File: src/cdp_defs.svh
`ifndef CDP_DEFS_SVH
`define CDP_DEFS_SVH

`define CDP_CLK_HZ           10000000
`define CDP_FAST_POR_US      4000
`define CDP_STD_POR_US       100000
`define CDP_FAST_POR_CYCLES  ((`CDP_FAST_POR_US * (`CDP_CLK_HZ / 1000000)))
`define CDP_STD_POR_CYCLES   ((`CDP_STD_POR_US * (`CDP_CLK_HZ / 1000000)))
`define CDP_POR_CNT_W        20

`define CDP_SEL_W            4
`define CDP_SEL_FAST_BIT     3
`define CDP_SEL_SCHEME_MSB   2
`define CDP_SCHEME_AS        3'h0
`define CDP_SCHEME_AP        3'h1
`define CDP_SCHEME_PS        3'h2
`define CDP_SCHEME_FPP       3'h3
`define CDP_SCHEME_JTAG      3'h4

`define CDP_DATA_W           8
`define CDP_ESC_BYTE         8'h00
`define CDP_RUN_W            2
`define CDP_FRAME_BYTES      1024
`define CDP_FRAME_CNT_W      16

`endif

File: src/cdp_pkg.sv
`include "cdp_defs.svh"

package cdp_pkg;

  typedef enum logic [4:0] {
    CDP_ST_PWR_WAIT  = 5'b00001,
    CDP_ST_POR_TIME  = 5'b00010,
    CDP_ST_CFG_RESET = 5'b00100,
    CDP_ST_CONFIG    = 5'b01000,
    CDP_ST_DONE      = 5'b10000
  } cdp_state_t;

  typedef enum logic [2:0] {
    CDP_SCH_AS   = `CDP_SCHEME_AS,
    CDP_SCH_AP   = `CDP_SCHEME_AP,
    CDP_SCH_PS   = `CDP_SCHEME_PS,
    CDP_SCH_FPP  = `CDP_SCHEME_FPP,
    CDP_SCH_JTAG = `CDP_SCHEME_JTAG
  } cdp_scheme_t;

  typedef enum logic [1:0] {
    CDP_DS_LIT = 2'b01,
    CDP_DS_CNT = 2'b10
  } cdp_dstate_t;

endpackage : cdp_pkg

File: src/cdp_config_front.sv
`timescale 1ns/1ps
`include "cdp_defs.svh"

module cdp_config_front
  import cdp_pkg::*;
#(
  parameter int FAST_POR_CYCLES = `CDP_FAST_POR_CYCLES,
  parameter int STD_POR_CYCLES  = `CDP_STD_POR_CYCLES,
  parameter int FRAME_BYTES     = `CDP_FRAME_BYTES,
  parameter int DATA_W          = `CDP_DATA_W
) (
  input  wire logic                 clk,
  input  wire logic                 nrst,
  input  wire logic                 core_supply_ok,
  input  wire logic                 pll_supply_ok,
  input  wire logic                 io_bank_supply_ok,
  input  wire logic [`CDP_SEL_W-1:0] scheme_select,
  input  wire logic                 config_request_n,
  input  wire logic                 remote_update_option,
  input  wire logic                 compression_option,
  input  wire logic                 cfg_strobe,
  input  wire logic [DATA_W-1:0]    cfg_data,
  output logic                      config_status_n_out,
  output logic                      config_status_n_oe,
  output logic                      config_complete_out,
  output logic                      config_complete_oe,
  output logic                      cell_wr_en,
  output logic [DATA_W-1:0]         cell_wr_data,
  output logic                      config_ready,
  output logic                      por_fast,
  output logic [2:0]                scheme_code,
  output logic                      compression_active,
  output logic                      compression_refused,
  output logic                      remote_update_internal,
  output logic                      remote_update_external,
  output logic                      brownout_seen,
  output logic                      stray_data
);

  localparam int SYNC_W = 3 + `CDP_SEL_W + 2 + DATA_W;
  localparam logic [`CDP_POR_CNT_W-1:0] FAST_LAST = `CDP_POR_CNT_W'(FAST_POR_CYCLES - 1);
  localparam logic [`CDP_POR_CNT_W-1:0] STD_LAST  = `CDP_POR_CNT_W'(STD_POR_CYCLES - 1);
  localparam logic [`CDP_FRAME_CNT_W-1:0] FRAME_LAST = `CDP_FRAME_CNT_W'(FRAME_BYTES - 1);

  // Every pin passes two flops; only the second stage is read below.
  logic [SYNC_W-1:0] sync_a;
  logic [SYNC_W-1:0] sync_b;

  always_ff @(posedge clk) begin
    if (!nrst) begin
      sync_a <= '0;
      sync_b <= '0;
    end else begin
      sync_a <= {core_supply_ok, pll_supply_ok, io_bank_supply_ok, scheme_select,
                 config_request_n, cfg_strobe, cfg_data};
      sync_b <= sync_a;
    end
  end

  wire                  s_core   = sync_b[SYNC_W-1];
  wire                  s_pll    = sync_b[SYNC_W-2];
  wire                  s_io     = sync_b[SYNC_W-3];
  wire [`CDP_SEL_W-1:0] s_sel    = sync_b[DATA_W+2 +: `CDP_SEL_W];
  wire                  s_req_n  = sync_b[DATA_W+1];
  wire                  s_strobe = sync_b[DATA_W];
  wire [DATA_W-1:0]     s_data   = sync_b[DATA_W-1:0];

  // The option inputs are pins too, so they pass their own two-flop stage.
  logic [1:0] opt_a;
  logic [1:0] opt_b;

  always_ff @(posedge clk) begin
    if (!nrst) begin
      opt_a <= 2'h0;
      opt_b <= 2'h0;
    end else begin
      opt_a <= {remote_update_option, compression_option};
      opt_b <= opt_a;
    end
  end

  wire s_remote   = opt_b[1];
  wire s_compress = opt_b[0];

  cdp_state_t                   state;
  cdp_state_t                   next_state;
  cdp_scheme_t                  scheme;
  logic                         fast_sel;
  logic [`CDP_POR_CNT_W-1:0]    por_cnt;
  logic [`CDP_FRAME_CNT_W-1:0]  frame_cnt;
  logic                         strobe_d;
  logic                         od_level;
  logic                         exp_valid;
  logic [DATA_W-1:0]            exp_data;

  wire strobe_rise   = s_strobe & ~strobe_d;
  wire all_supplies  = s_core & s_pll & s_io;
  wire in_config     = (state == CDP_ST_CONFIG);
  wire in_por        = (state == CDP_ST_PWR_WAIT) | (state == CDP_ST_POR_TIME);
  wire take_strobe   = strobe_rise & in_config;

  // The reset time follows the strap caught when the supplies came good.
  wire [`CDP_POR_CNT_W-1:0] por_last = fast_sel ? FAST_LAST : STD_LAST;
  wire por_expired  = (por_cnt == por_last);
  wire frame_end    = exp_valid & (frame_cnt == FRAME_LAST);

  // Only the serial schemes feed the expander; others pass data through.
  wire scheme_can_expand = (scheme == CDP_SCH_AS) | (scheme == CDP_SCH_PS);
  wire expand_on         = s_compress & scheme_can_expand;
  wire expand_refused    = s_compress & ~scheme_can_expand;

  wire ru_int_scheme = (scheme == CDP_SCH_AS) | (scheme == CDP_SCH_AP);
  wire ru_ext_scheme = (scheme == CDP_SCH_PS) | (scheme == CDP_SCH_FPP);
  wire ru_int        = s_remote & ru_int_scheme;
  wire ru_ext        = s_remote & ru_ext_scheme;

  wire core_drop = ~s_core & ~in_por;
  wire pll_drop  = ~s_pll & ~in_por;
  wire brownout  = core_drop | pll_drop;

  always_comb begin
    next_state = state;
    unique case (state)
      CDP_ST_PWR_WAIT: begin
        if (all_supplies) begin
          next_state = CDP_ST_POR_TIME;
        end
      end
      CDP_ST_POR_TIME: begin
        if (!all_supplies) begin
          next_state = CDP_ST_PWR_WAIT;
        end else if (por_expired) begin
          next_state = CDP_ST_CFG_RESET;
        end
      end
      CDP_ST_CFG_RESET: begin
        if (brownout) begin
          next_state = CDP_ST_PWR_WAIT;
        end else if (s_req_n) begin
          next_state = CDP_ST_CONFIG;
        end
      end
      CDP_ST_CONFIG: begin
        if (brownout) begin
          next_state = CDP_ST_PWR_WAIT;
        end else if (!s_req_n) begin
          next_state = CDP_ST_CFG_RESET;
        end else if (frame_end) begin
          next_state = CDP_ST_DONE;
        end
      end
      CDP_ST_DONE: begin
        if (brownout) begin
          next_state = CDP_ST_PWR_WAIT;
        end else if (!s_req_n) begin
          next_state = CDP_ST_CFG_RESET;
        end
      end
      default: begin
        next_state = CDP_ST_PWR_WAIT;
      end
    endcase
  end

  wire next_status_oe   = (next_state == CDP_ST_PWR_WAIT) |
                          (next_state == CDP_ST_POR_TIME) |
                          (next_state == CDP_ST_CFG_RESET);
  wire next_complete_oe = (next_state != CDP_ST_DONE);
  wire catch_strap      = (state == CDP_ST_PWR_WAIT) & all_supplies;
  wire next_ready       = (next_state == CDP_ST_CONFIG);
  wire sticky_clear     = (state == CDP_ST_CFG_RESET) & s_req_n;
  wire stray_edge       = strobe_rise & ~in_config;

  always_ff @(posedge clk) begin
    if (!nrst) begin
      state <= CDP_ST_PWR_WAIT;
    end else begin
      state <= next_state;
    end
  end

  always_ff @(posedge clk) begin
    if (!nrst) begin
      scheme <= CDP_SCH_AS;
    end else if (catch_strap) begin
      scheme <= cdp_scheme_t'(s_sel[`CDP_SEL_SCHEME_MSB:0]);
    end
  end

  always_ff @(posedge clk) begin
    if (!nrst) begin
      fast_sel <= 1'b0;
    end else if (catch_strap) begin
      fast_sel <= s_sel[`CDP_SEL_FAST_BIT];
    end
  end

  always_ff @(posedge clk) begin
    if (!nrst || state != CDP_ST_POR_TIME) begin
      por_cnt <= '0;
    end else if (!por_expired) begin
      por_cnt <= por_cnt + 1'b1;
    end
  end

  always_ff @(posedge clk) begin
    if (!nrst || !in_config) begin
      frame_cnt <= '0;
    end else if (exp_valid) begin
      frame_cnt <= frame_cnt + 1'b1;
    end
  end

  // Held low during power-up and any reset; status is released in CONFIG and DONE, complete only in DONE.
  always_ff @(posedge clk) begin
    if (!nrst) begin
      config_status_n_oe <= 1'b1;
      config_complete_oe <= 1'b1;
    end else begin
      config_status_n_oe <= next_status_oe;
      config_complete_oe <= next_complete_oe;
    end
  end

  // The pins are open drain, so the level stays low and only the enables move.
  always_ff @(posedge clk) begin
    if (!nrst) begin
      od_level <= 1'b0;
    end else begin
      od_level <= 1'b0;
    end
  end

  assign config_status_n_out = od_level;
  assign config_complete_out = od_level;

  always_ff @(posedge clk) begin
    if (!nrst) begin
      strobe_d <= 1'b0;
    end else begin
      strobe_d <= s_strobe;
    end
  end

  // The sender's data are sampled on the synchronised strobe edge, so the data
  // must settle at the pins before the strobe rises.
  cdp_expander #(
    .DATA_W    (DATA_W)
  ) u_expander (
    .clk       (clk),
    .nrst      (nrst),
    .clear     (~in_config),
    .enable    (expand_on),
    .in_valid  (take_strobe),
    .in_data   (s_data),
    .out_valid (exp_valid),
    .out_data  (exp_data)
  );

  assign cell_wr_en   = exp_valid;
  assign cell_wr_data = exp_data;

  always_ff @(posedge clk) begin
    if (!nrst) begin
      config_ready <= 1'b0;
      por_fast     <= 1'b0;
      scheme_code  <= 3'h0;
    end else begin
      config_ready <= next_ready;
      por_fast     <= fast_sel;
      scheme_code  <= scheme;
    end
  end

  always_ff @(posedge clk) begin
    if (!nrst) begin
      compression_active     <= 1'b0;
      compression_refused    <= 1'b0;
      remote_update_internal <= 1'b0;
      remote_update_external <= 1'b0;
    end else begin
      compression_active     <= expand_on;
      compression_refused    <= expand_refused;
      remote_update_internal <= ru_int & ~in_por;
      remote_update_external <= ru_ext & ~in_por;
    end
  end

  // Sticky flags: a new event in the clearing cycle wins over the clear.
  always_ff @(posedge clk) begin
    if (!nrst) begin
      brownout_seen <= 1'b0;
    end else if (brownout) begin
      brownout_seen <= 1'b1;
    end else if (sticky_clear) begin
      brownout_seen <= 1'b0;
    end
  end

  always_ff @(posedge clk) begin
    if (!nrst) begin
      stray_data <= 1'b0;
    end else if (stray_edge) begin
      stray_data <= 1'b1;
    end else if (sticky_clear) begin
      stray_data <= 1'b0;
    end
  end

endmodule : cdp_config_front

File: src/cdp_expander.sv
`timescale 1ns/1ps
`include "cdp_defs.svh"

module cdp_expander
  import cdp_pkg::*;
#(
  parameter int DATA_W = `CDP_DATA_W
) (
  input  wire logic              clk,
  input  wire logic              nrst,
  input  wire logic              clear,
  input  wire logic              enable,
  input  wire logic              in_valid,
  input  wire logic [DATA_W-1:0] in_data,
  output logic                   out_valid,
  output logic [DATA_W-1:0]      out_data
);

  localparam logic [DATA_W-1:0] ESC = `CDP_ESC_BYTE;

  cdp_dstate_t              state;
  cdp_dstate_t              next_state;
  logic [`CDP_RUN_W-1:0]    run_left;
  logic [`CDP_RUN_W-1:0]    next_run_left;
  logic                     next_out_valid;
  logic [DATA_W-1:0]        next_out_data;

  // The first zero of a run goes out with the count byte itself, so a run of
  // four takes four cycles; no input is held back, and a byte taken sooner overwrites one of its zeros.
  always_comb begin
    next_state     = state;
    next_run_left  = run_left;
    next_out_valid = 1'b0;
    next_out_data  = out_data;
    if (run_left != '0) begin
      next_out_valid = 1'b1;
      next_out_data  = ESC;
      next_run_left  = run_left - 1'b1;
    end
    if (in_valid) begin
      if (!enable) begin
        next_out_valid = 1'b1;
        next_out_data  = in_data;
      end else begin
        unique case (state)
          CDP_DS_LIT: begin
            if (in_data == ESC) begin
              next_state = CDP_DS_CNT;
            end else begin
              next_out_valid = 1'b1;
              next_out_data  = in_data;
            end
          end
          CDP_DS_CNT: begin
            next_state     = CDP_DS_LIT;
            next_out_valid = 1'b1;
            next_out_data  = ESC;
            next_run_left  = in_data[`CDP_RUN_W-1:0];
          end
          default: begin
            next_state = CDP_DS_LIT;
          end
        endcase
      end
    end
  end

  always_ff @(posedge clk) begin
    if (!nrst || clear) begin
      state     <= CDP_DS_LIT;
      run_left  <= '0;
      out_valid <= 1'b0;
      out_data  <= '0;
    end else begin
      state     <= next_state;
      run_left  <= next_run_left;
      out_valid <= next_out_valid;
      out_data  <= next_out_data;
    end
  end

endmodule : cdp_expander

File: config.mk
export PLATFORM = sky130hd
export DESIGN_NAME = cdp_config_front
export DESIGN_NICKNAME = d
export VERILOG_FILES = /design/src/cdp_pkg.sv /design/src/cdp_config_front.sv /design/src/cdp_expander.sv
export VERILOG_INCLUDE_DIRS = /design/src
export SDC_FILE = /design/constraint.sdc
export NUM_CORES = 1
export LEC_CHECK = 0
export ABC_AREA = 1
export BUFFER_PORTS_ARGS = -buffer_cell sky130_fd_sc_hd__buf_2
export CORE_MARGIN = 2
export CORE_UTILIZATION = 52
export CTS_CLUSTER_DIAMETER = 150
export DETAILED_ROUTE_END_ITERATION = 10
export PLACE_DENSITY = 0.76
export SLEW_MARGIN = 25
export SYNTH_ARGS = -nofsm -noshare
export SYNTH_HDL_FRONTEND = slang
export SYNTH_SLANG_ARGS = --single-unit
File: constraint.sdc
create_clock -name clk -period 1.65 [get_ports clk]
set_clock_uncertainty 0.15 [all_clocks]
set_input_delay 0.4125 -clock clk [delete_from_list [all_inputs] [get_ports clk]]
set_output_delay 0.4125 -clock clk [all_outputs]
set_load 0.02 [all_outputs]
**Word-level counts from Yosys, hierarchy flattened**

Index checks and enable logic that the tools add are counted.

- Flip-flop bits (word level): 110
- Input port bits: 21
- Word-level logic and storage cells: 118

- Add/sub/neg operators: 3
- Equal/unequal tests: 19
- Mux-type cells: 31
- Bitwise gates (word level): 29
- Reductions and logical operators: 11

Operators by type and width:

| cell | number |
|---|---|
| 5-bit 2-to-1 mux | 10 |
| 8-bit 2-to-1 mux | 4 |
| 5-bit one-hot mux with 5 select lines | 1 |
| 20-bit by 1-bit adder with 20-bit output, second input constant | 1 |
| 20-bit equality test | 1 |
| 20-bit 2-to-1 mux | 1 |
| 16-bit by 1-bit adder with 16-bit output, second input constant | 1 |
| 1-bit bitwise AND | 16 |
| 16-bit by 10-bit equality test with 1-bit output, second input constant | 1 |
| 8-bit one-hot mux with 2 select lines | 1 |
| 2-bit 2-to-1 mux | 6 |
| 5-bit by 1-bit equality test with 1-bit output, second input constant | 2 |
| 5-bit by 2-bit equality test with 1-bit output, second input constant | 2 |
| 5-bit by 3-bit equality test with 1-bit output, second input constant | 2 |
| 5-bit by 4-bit equality test with 1-bit output, second input constant | 2 |
| 8-bit logical NOT | 1 |
| 1-bit 2-to-1 mux | 7 |
| 1-bit OR | 7 |
| 3-bit by 2-bit equality test with 1-bit output, second input constant | 2 |
| 1-bit NOT | 6 |
| 2-bit nonzero test | 3 |
| 5-bit equality test, second input constant | 1 |
| 5-bit by 2-bit != test with 1-bit output, second input constant | 1 |
| 5-bit != test, second input constant | 1 |
| other kinds (10) | 13 |

**Logic depth before layout (Yosys ltp)**

Gate-level depths: netlist (run 1).

- Depth after elaboration: 10
- Gate-level depth with buffers: 11

**By module**

Synthesis (run 1) repeated with hierarchy kept, for this count alone.

- Cells, all modules: 599
- Area total of the unflattened synthesis: 4593.2 sq um

By module, submodules not included:

| module | times used | cells each | area an instance (sq um) | sequential area each (sq um) |
|---|---|---|---|---|
| cdp_config_front | 1 | 520 | 3981.3 | 1941.9 |
| cdp_expander | 1 | 79 | 611.8 | 260.2 |

**Worst setup path after synthesis (run 1)**

Ideal clock, no wire load.

- Kind: register to register
- Start: register por_cnt[0]
- End: register config_status_n_oe
- Setup time: 0.129 ns
- Arrival time: 1.404 ns
- Required time: 1.371 ns
- Slack: -0.033 ns
- Stages on the path, launching flop included: 11
- Buffers on the path: 0
- Clock period less this slack: 1.683 ns
- Cell sequence: dfxtp_1 -> ha_1 -> nand2_1 -> nor2_1 -> nand2_1 -> nor2_1 -> nand3_2 -> nand2_1 -> nand2_1 -> nor2_1 -> nand3_1

- Word-level cells in the longest chain between the ends: 7
- Elaborated cells between the ends (all ways): 9

RTL lines:

| what | RTL line | RTL |
|---|---|---|
| start, declared | cdp_config_front.sv:89 | `` logic [`CDP_POR_CNT_W-1:0] por_cnt; `` |
| start signal, assigned | cdp_config_front.sv:202 | `por_cnt <= por_cnt + 1'b1;` |
| 20-bit equality test * | cdp_config_front.sv:104 | `wire por_expired = (por_cnt == por_last);` |
| 5-bit 2-to-1 mux * | cdp_config_front.sv:132 | `end else if (por_expired) begin` |
| 5-bit 2-to-1 mux * | cdp_config_front.sv:130 | `if (!all_supplies) begin` |
| 5-bit one-hot mux with 5 select lines * | cdp_config_front.sv:123 | `unique case (state)` |
| 5-bit by 1-bit equality test with 1-bit output or 5-bit by 2-bit equality test with 1-bit output (tied branches) | cdp_config_front.sv:165, cdp_config_front.sv:166 |  |
| 1-bit OR | cdp_config_front.sv:165 | `wire next_status_oe = (next_state == CDP_ST_PWR_WAIT) \|` |
| 1-bit OR * | cdp_config_front.sv:166 | `(next_state == CDP_ST_POR_TIME) \|` |
| end signal, assigned | cdp_config_front.sv:220 | `config_status_n_oe <= next_status_oe;` |
| end, declared | cdp_config_front.sv:24 | `output logic config_status_n_oe,` |

Mark *: on every way between the ends. The rest lies on a longest branch, timed or not.
A chain may end at the register's enable or synchronous reset.

**Worst setup path in the final report (run 1)**

- Start: register por_cnt[1]
- End: register por_cnt[3]

- Word-level cells in the longest chain between the ends: 1
- Elaborated cells between the ends (all ways): 2

RTL lines:

| what | RTL line |
|---|---|
| 20-bit by 1-bit adder with 20-bit output or 20-bit equality test (tied branches) | cdp_config_front.sv:202, cdp_config_front.sv:104 |

Several ways; a longest one is shown, not always the timed one.

==> qor.txt, run 1 <==
Seq pwr share: 60.6%
CTS tree: built
Fin Hold WS: 0.06546 ns
worst setup path class: flop to flop
Crit path max-delay family: simple AND/OR/NAND/NOR gates
overall power: 4.475 mW
post-route cell area: 5433 um^2
Comb pwr share: 2.6%
CP Capture Type: flop
Hold/Removal Path Class: primary input to flop
WL final: 9245 um
setup TNS: 0 ns
Fmax: 615.9 MHz
status: finished, final reports clean
cts hold-fix bufs: 0
n_diodes: 0
Inserted Clock Buffers: 9
most used cell, CP: nand2_2
largest stage delay on the critical path: 0.37 ns
largest net degree at the start of global routing: 52
DP Area: 4985 um^2
Post-DP HPWL: 6360 um
clock share of power: 36.8%
RSZ-0062 raised after global routing: yes
antenna violations before repair: 0
leading cell type in the layout, fill and taps excluded: nand2_1
Worst-path clk slew: 0.10 ns
clock period minus worst slack: 1.624 ns
syn avg cell area: 7.283 um^2
Critical Path RT: 1.81 ns
Unique masters post-synth: 37
CP bufs+invs: 1
routability cong.: 0.9120
critical path launch point type: flop
hold wc startpoint: core_supply_ok
grt total ovfl: 0
Max Slew Vio Count: 0
Post-Synthesis Cells: 625
DRT iter0 DRCs: 165
Pwr Density: 823.8 nW/um^2
CP startpoint: por_cnt[1]
vias in the first global route: 3702
full die area: 9518 um^2
Root Buffer: clkbuf_8
gr usage total: 19.19%
commonest cells after routing, fill and taps aside: 147 x nand2_1, 102 x inv_1, 95 x dfxtp_1, 51 x nor2_1, 42 x buf_2
FFs w/ async S/R, synth: 0%
vias: 4014
Int Power: 3.495 mW
first-pass GRT wire length: 15250 um
die width: 97.56 um
Longest Clk Path Bufs: 2
area of the core: 8593 um^2
worst-skew pair later-pin latency: 0.37 ns
CP Max Fanout: 7
critical path cell sequence: ha_4 > nand2_4 > nor2_4 > nand2_2 > nor2_2 > nand3_2 > buf_6 > nand2_2 > nand2_2 > a21oi_2
final cell count without fillers: 801
period utilisation layout: 98.40%
Port Buf Inserts: 42
max cap viols: 0
clk sinks: 110
DR DRC count: 0
DR vias/cell: 5.011
final hold violation count: 0
Final Net Count: 714
Leak Pwr: 2.469 nW
Initial Utilization: 52.97%
Die Ht: 97.56 um
setup violators final: 0
flops & latches, synth: 110
P_sw: 980.0 uW
CP max-delay cell: dfxtp_2
r2r startpoint: por_cnt[1]
Placed Instances: 781
Initial DRT Pass Iterations: 5
row count: 34
sequential-to-total area share from yosys stat: 48.38%
peak supply drop: 0.5289 mV
EDFF count, synth: 0
Layout area overhead: 19.35%
Net Sw Frac: 21.90%
synth warn: 0
Critical Path AT: 1.78 ns
dominant synthesized flop cell: dfxtp_1
Avg WL per Cell: 11.54 um
remaining antenna violation count: 0
H-tree levels: 3
Syn Std Cell Area: 4552 um^2
fraction of layout cells with a size suffix above 1: 23.23%
Ports: 45
[layout make-up]
class / instances / area (um^2)
flip-flops and latches: 110 / 2223
multi-input cells: 393 / 2048
clock inverters: 5 / 65.06
clock buffers: 10 / 137.6
inverters: 110 / 420.4
repair buffers: 65 / 402.9
well taps: 108 / 135.1
fillers: 721 / 3161
[cell usage after synthesis (3+ instances only)]
| library cell | count | area [um^2] |
|---|---|---|
| xnor2_1 | 4 | 35.03 |
| ha_1 | 4 | 50.05 |
| clkbuf_1 | 6 | 22.52 |
| nand4_1 | 14 | 87.58 |
| o21ai_0 | 19 | 95.09 |
| buf_2 | 3 | 15.01 |
| nand2_1 | 160 | 600.6 |
| inv_2 | 3 | 11.26 |
| nor3_1 | 14 | 70.07 |
| nor2_4 | 3 | 33.78 |
| dfxtp_1 | 110 | 2202 |
| nor2_1 | 64 | 240.2 |
| xor2_1 | 3 | 26.28 |
| nand3_1 | 34 | 170.2 |
| inv_1 | 107 | 401.6 |
| a21oi_1 | 45 | 225.2 |
| nand3_2 | 3 | 30.03 |
[per-layer routing]
layer / wire length (um) / GRT usage, %
met5: 0 / 0
met3: 375 / 4.101
met1: 4159 / 23.15
met4: 261 / 9.615
met2: 4448 / 32.31
[cells by family (layout without fill, tap and decap cells)]
| family | after synthesis | after routing | synth area share [%] |
|---|---|---|---|
| other cells | 1 | 2 | 0.08238 |
| flops | 110 | 110 | 48.38 |
| fa+ha+maj | 4 | 4 | 1.100 |
| compound gates | 70 | 70 | 8.274 |
| buf+inv | 123 | 190 | 10.56 |
| simple gates | 310 | 310 | 30.26 |
| xor+xnor | 7 | 7 | 1.347 |
[power by group through the flow]
stage	sequential (mW)	combinational, mW	clock [mW]
after CTS	2.71	0.118	1.67
after global routing	2.72	0.136	1.77
after global placement	2.78	0.113	0
final	2.71	0.118	1.65
after floorplan	2.78	0.0744	0
after detailed placement	2.78	0.117	0
[tightest hold or removal path: stages]
cell and delay (ns):
buf_2 0.07, nand2_1 0.04, inv_1 0.04
[timing repair]
action	in CTS	in global routing
buffers inserted	1	4
gates resized for setup	5	70
setup endpoints to repair	14	39
pin swaps	1	26
[final timing paths]
path	slack [ns]	depth (start not counted)	endpoint
setup / recovery	0.03	10	por_cnt[3]
hold / removal	0.07	3	sync_a[16]
setup reg to reg	0.03	10	por_cnt[3]
hold reg to reg	0.26	2	sync_b[3]
[through the flow]
step	util [%]	worst slack (ns)
CTS	60.66	0.007992
global placement	58.01	0.04646
global route	63.22	-0.08297
floorplan	-	0.01372
finish	63.22	0.02639
detailed placement	58.01	-0.03439
[sequential cells by signal (all words and copies together) (netlist names), 3 cells and up]
| name | cells |
|---|---|
| por_cnt | 20 |
| scheme_code | 3 |
| state | 5 |
| scheme | 3 |
| frame_cnt | 16 |
| sync_b | 17 |
| sync_a | 17 |
| u_expander.out_data | 8 |
Note: power is estimated with default switching activity, not from simulation.
==> inputs of run 2 (changes only) <==
--- a/config.mk
+++ b/config.mk
@@ -14,4 +14,5 @@
 export DETAILED_ROUTE_END_ITERATION = 10
 export PLACE_DENSITY = 0.76
+export SETUP_SLACK_MARGIN = 0.3
 export SLEW_MARGIN = 25
 export SYNTH_ARGS = -nofsm -noshare
==> constraint.sdc (replaced) <==
create_clock -name clk -period 1.65 [get_ports clk]
set_clock_uncertainty 0.15 [all_clocks]
set_input_delay 0.165 -clock clk [delete_from_list [all_inputs] [get_ports clk]]
set_output_delay 0.165 -clock clk [all_outputs]
set_load 0.02 [all_outputs]
==> run 2 against run 1 <==
Against the previous run: the run now ends with negative setup slack left; register-to-register slack got worse by 0.14 ns; utilization rose by 13 points; sequential share of layout area shrank 6.1 points; setup slack got worse by 0.14 ns; sequential cell count is the same; clock-buffer cell count unchanged; non-clock buffer count rose by 56; cell count grew 7.2%; critical path depth down 4; critical endpoint is now por_cnt[11].
==> qor.txt, run 2 (synthesis results as in run 1) <==
status: finished, violations left
failing checks: negative setup slack
M1 GR Usage: 27.86% (+4.7 points)
Pwr Density: 670.9 nW/um^2 (-19%)
final hold violation count: 0 (unchanged)
area of the core: 8593 um^2 (unchanged)
clock period minus worst slack: 1.762 ns (+0.1385 ns)
CP Capture Type: flop
CP max-delay cell: dfxtp_4
clk sinks: 110 (unchanged)
DRT iter0 DRCs: 287 (+74%)
Die Ht: 97.56 um (unchanged)
max reg flops: 20 (unchanged)
final cell count without fillers: 859 (+7.2%)
antenna violations before repair: 0 (unchanged)
DR vias/cell: 5.505 (+9.9%)
critical path launch point type: flop
Layout area overhead: 44.28%
hold wc startpoint: nrst
Root Buffer: clkbuf_8
remaining antenna violation count: 0 (unchanged)
H-tree levels: 3 (unchanged)
Crit path max-delay family: simple AND/OR/NAND/NOR gates
worst-skew pair later-pin latency: 0.37 ns (about the same)
grt met2 use: 42.23% (+9.9 points)
DR DRC count: 0 (unchanged)
post-route setup slack: -0.1121 ns (-0.1385 ns)
Worst-path clk slew: 0.12 ns (+0.02 ns)
grt peak-use layer: met2
Ports: 45 (unchanged)
r2r startpoint: por_cnt[1]
leading cell type in the layout, fill and taps excluded: nand2_1
critical path cell sequence: buf_4 > nand3_4 > nor3_4 > nand4_1 > or2_0 > a21oi_1
Final Net Count: 771 (+8.0%)
Critical Path RT: 1.79 ns (-0.02 ns)
CP startpoint: por_cnt[1]
grt total ovfl: 0 (unchanged)
commonest cells after routing, fill and taps aside: 127 x nand2_1, 91 x inv_1, 76 x dfxtp_1, 41 x buf_2, 39 x buf_4
full die area: 9518 um^2 (unchanged)
fraction of layout cells with a size suffix above 1: 42.21% (+19 points)
Initial DRT Pass Iterations: 5 (unchanged)
Hold/Removal Path Class: primary input to flop
routability cong.: 0.8591 (-5.8%)
Port Buf Inserts: 42 (unchanged)
Max Slew Vio Count: 0 (unchanged)
n_diodes: 0 (unchanged)
Finished Core Util: 76.43% (+13 points)
overall power: 4.406 mW (-1.5%)
peak supply drop: 0.5926 mV (+12%)
setup violators final: 6 (+6)
RSZ-0062 raised after global routing: yes
period utilisation layout: 106.8% (+8.4 points)
Top Registers: por_cnt (20), sync_a (17), sync_b (17)
Fin Hold WS: 0.06662 ns (+0.001155 ns)
worst setup path class: flop to flop
Placed Instances: 774 (-0.90%)
largest net degree at the start of global routing: 52 (unchanged)
CP bufs+invs: 1 (unchanged)
Critical Path AT: 1.91 ns (+0.13 ns)
# fillers: 497 (-31%)
CTS tree: built
Inserted Clock Buffers: 9 (unchanged)
WL final: 14070 um (+52%)
Avg WL per Cell: 16.37 um (+42%)
routing usage on met3: 4.101% (unchanged)
row count: 34 (unchanged)
gr usage total: 23.79% (+4.6 points)
Initial Utilization: 52.97% (unchanged)
vias: 4729 (+18%)
vias in the first global route: 4308 (+16%)
Longest Clk Path Bufs: 2 (unchanged)
Fmax: 567.5 MHz (-7.9%)
Leak Pwr: 2.948 nW (+19%)
Post-DP HPWL: 6383 um (+0.36%)
largest stage delay on the critical path: 0.38 ns (about the same)
setup TNS: -0.2861 ns (-0.2861 ns)
Largest Register: por_cnt
max cap viols: 0 (unchanged)
CP Max Fanout: 4 (-3)
die width: 97.56 um (unchanged)
first-pass GRT wire length: 18850 um (+24%)
## run 2: cell count changes in the layout (fill, tap and decap cells not counted), sizes merged
cell / change
dlygate4sd3: +19
bufinv: -1
buf: +37
clkinv: +6
inv: -3
## run 2: where the power goes
group | switching, mW | internal, mW | leakage, nW | total, mW
Clock | 0.975 | 0.578 | 0.0865 | 1.55
Sequential | 0.0172 | 2.67 | 0.916 | 2.69
Combinational | 0.0870 | 0.0770 | 1.95 | 0.164
Total | 1.08 | 3.33 | 2.95 | 4.41
## run 2: routing by layer
metal,up-vias,wire length (um)
li1,2181,-
met1,2188,5338
met5,-,0
met4,0,969
met2,263,6884
met3,97,873
## run 2: final timing paths
kind	endpoint	slack [ns]	cells past startpoint
worst max-delay path	por_cnt[11]	-0.11	6
worst min-delay path	state[2]	0.07	3
worst max register to register	por_cnt[11]	-0.11	6
worst min register to register	sync_b[8]	0.27	2
## run 2: what timing repair did
action	CTS	global route
endpoints found under the setup margin	58	66
endpoints found under the hold margin	19	0
cloned	2	0
hold buffers	19	0
pin swaps	52	46
buffers inserted	34	14
resized for setup	132	138
## run 2: cell type report
class                           instances  area [um^2]  area share (%)
Inverter                              110        435.4           6.630
Timing Repair Buffer                  121        962.2           14.65
Sequential cell                       110         2287           34.83
Tap cell                              108        135.1           2.058
Multi-Input combinational cell        393         2549           38.81
Clock inverter                          6        55.05          0.8383
Clock buffer                           10        127.6           1.943
Timing Repair inverter                  1        16.27          0.2477
## run 2: through the flow
stage                     worst slack (ns)  cell area [um^2]
after floorplan                     0.1069              4628
after global placement             0.07511              4995
after detailed placement          -0.03136              4995
after CTS                          0.02518              5998
after global routing               -0.1583              6568
final                              -0.1121              6568
## run 2: worst register-to-register path: stages (launching register included)
cell and delay (ns):
dfxtp_4 0.38, buf_4 0.14, nand3_4 0.10, nor3_4 0.22, nand4_1 0.23, or2_0 0.30, a21oi_1 0.17
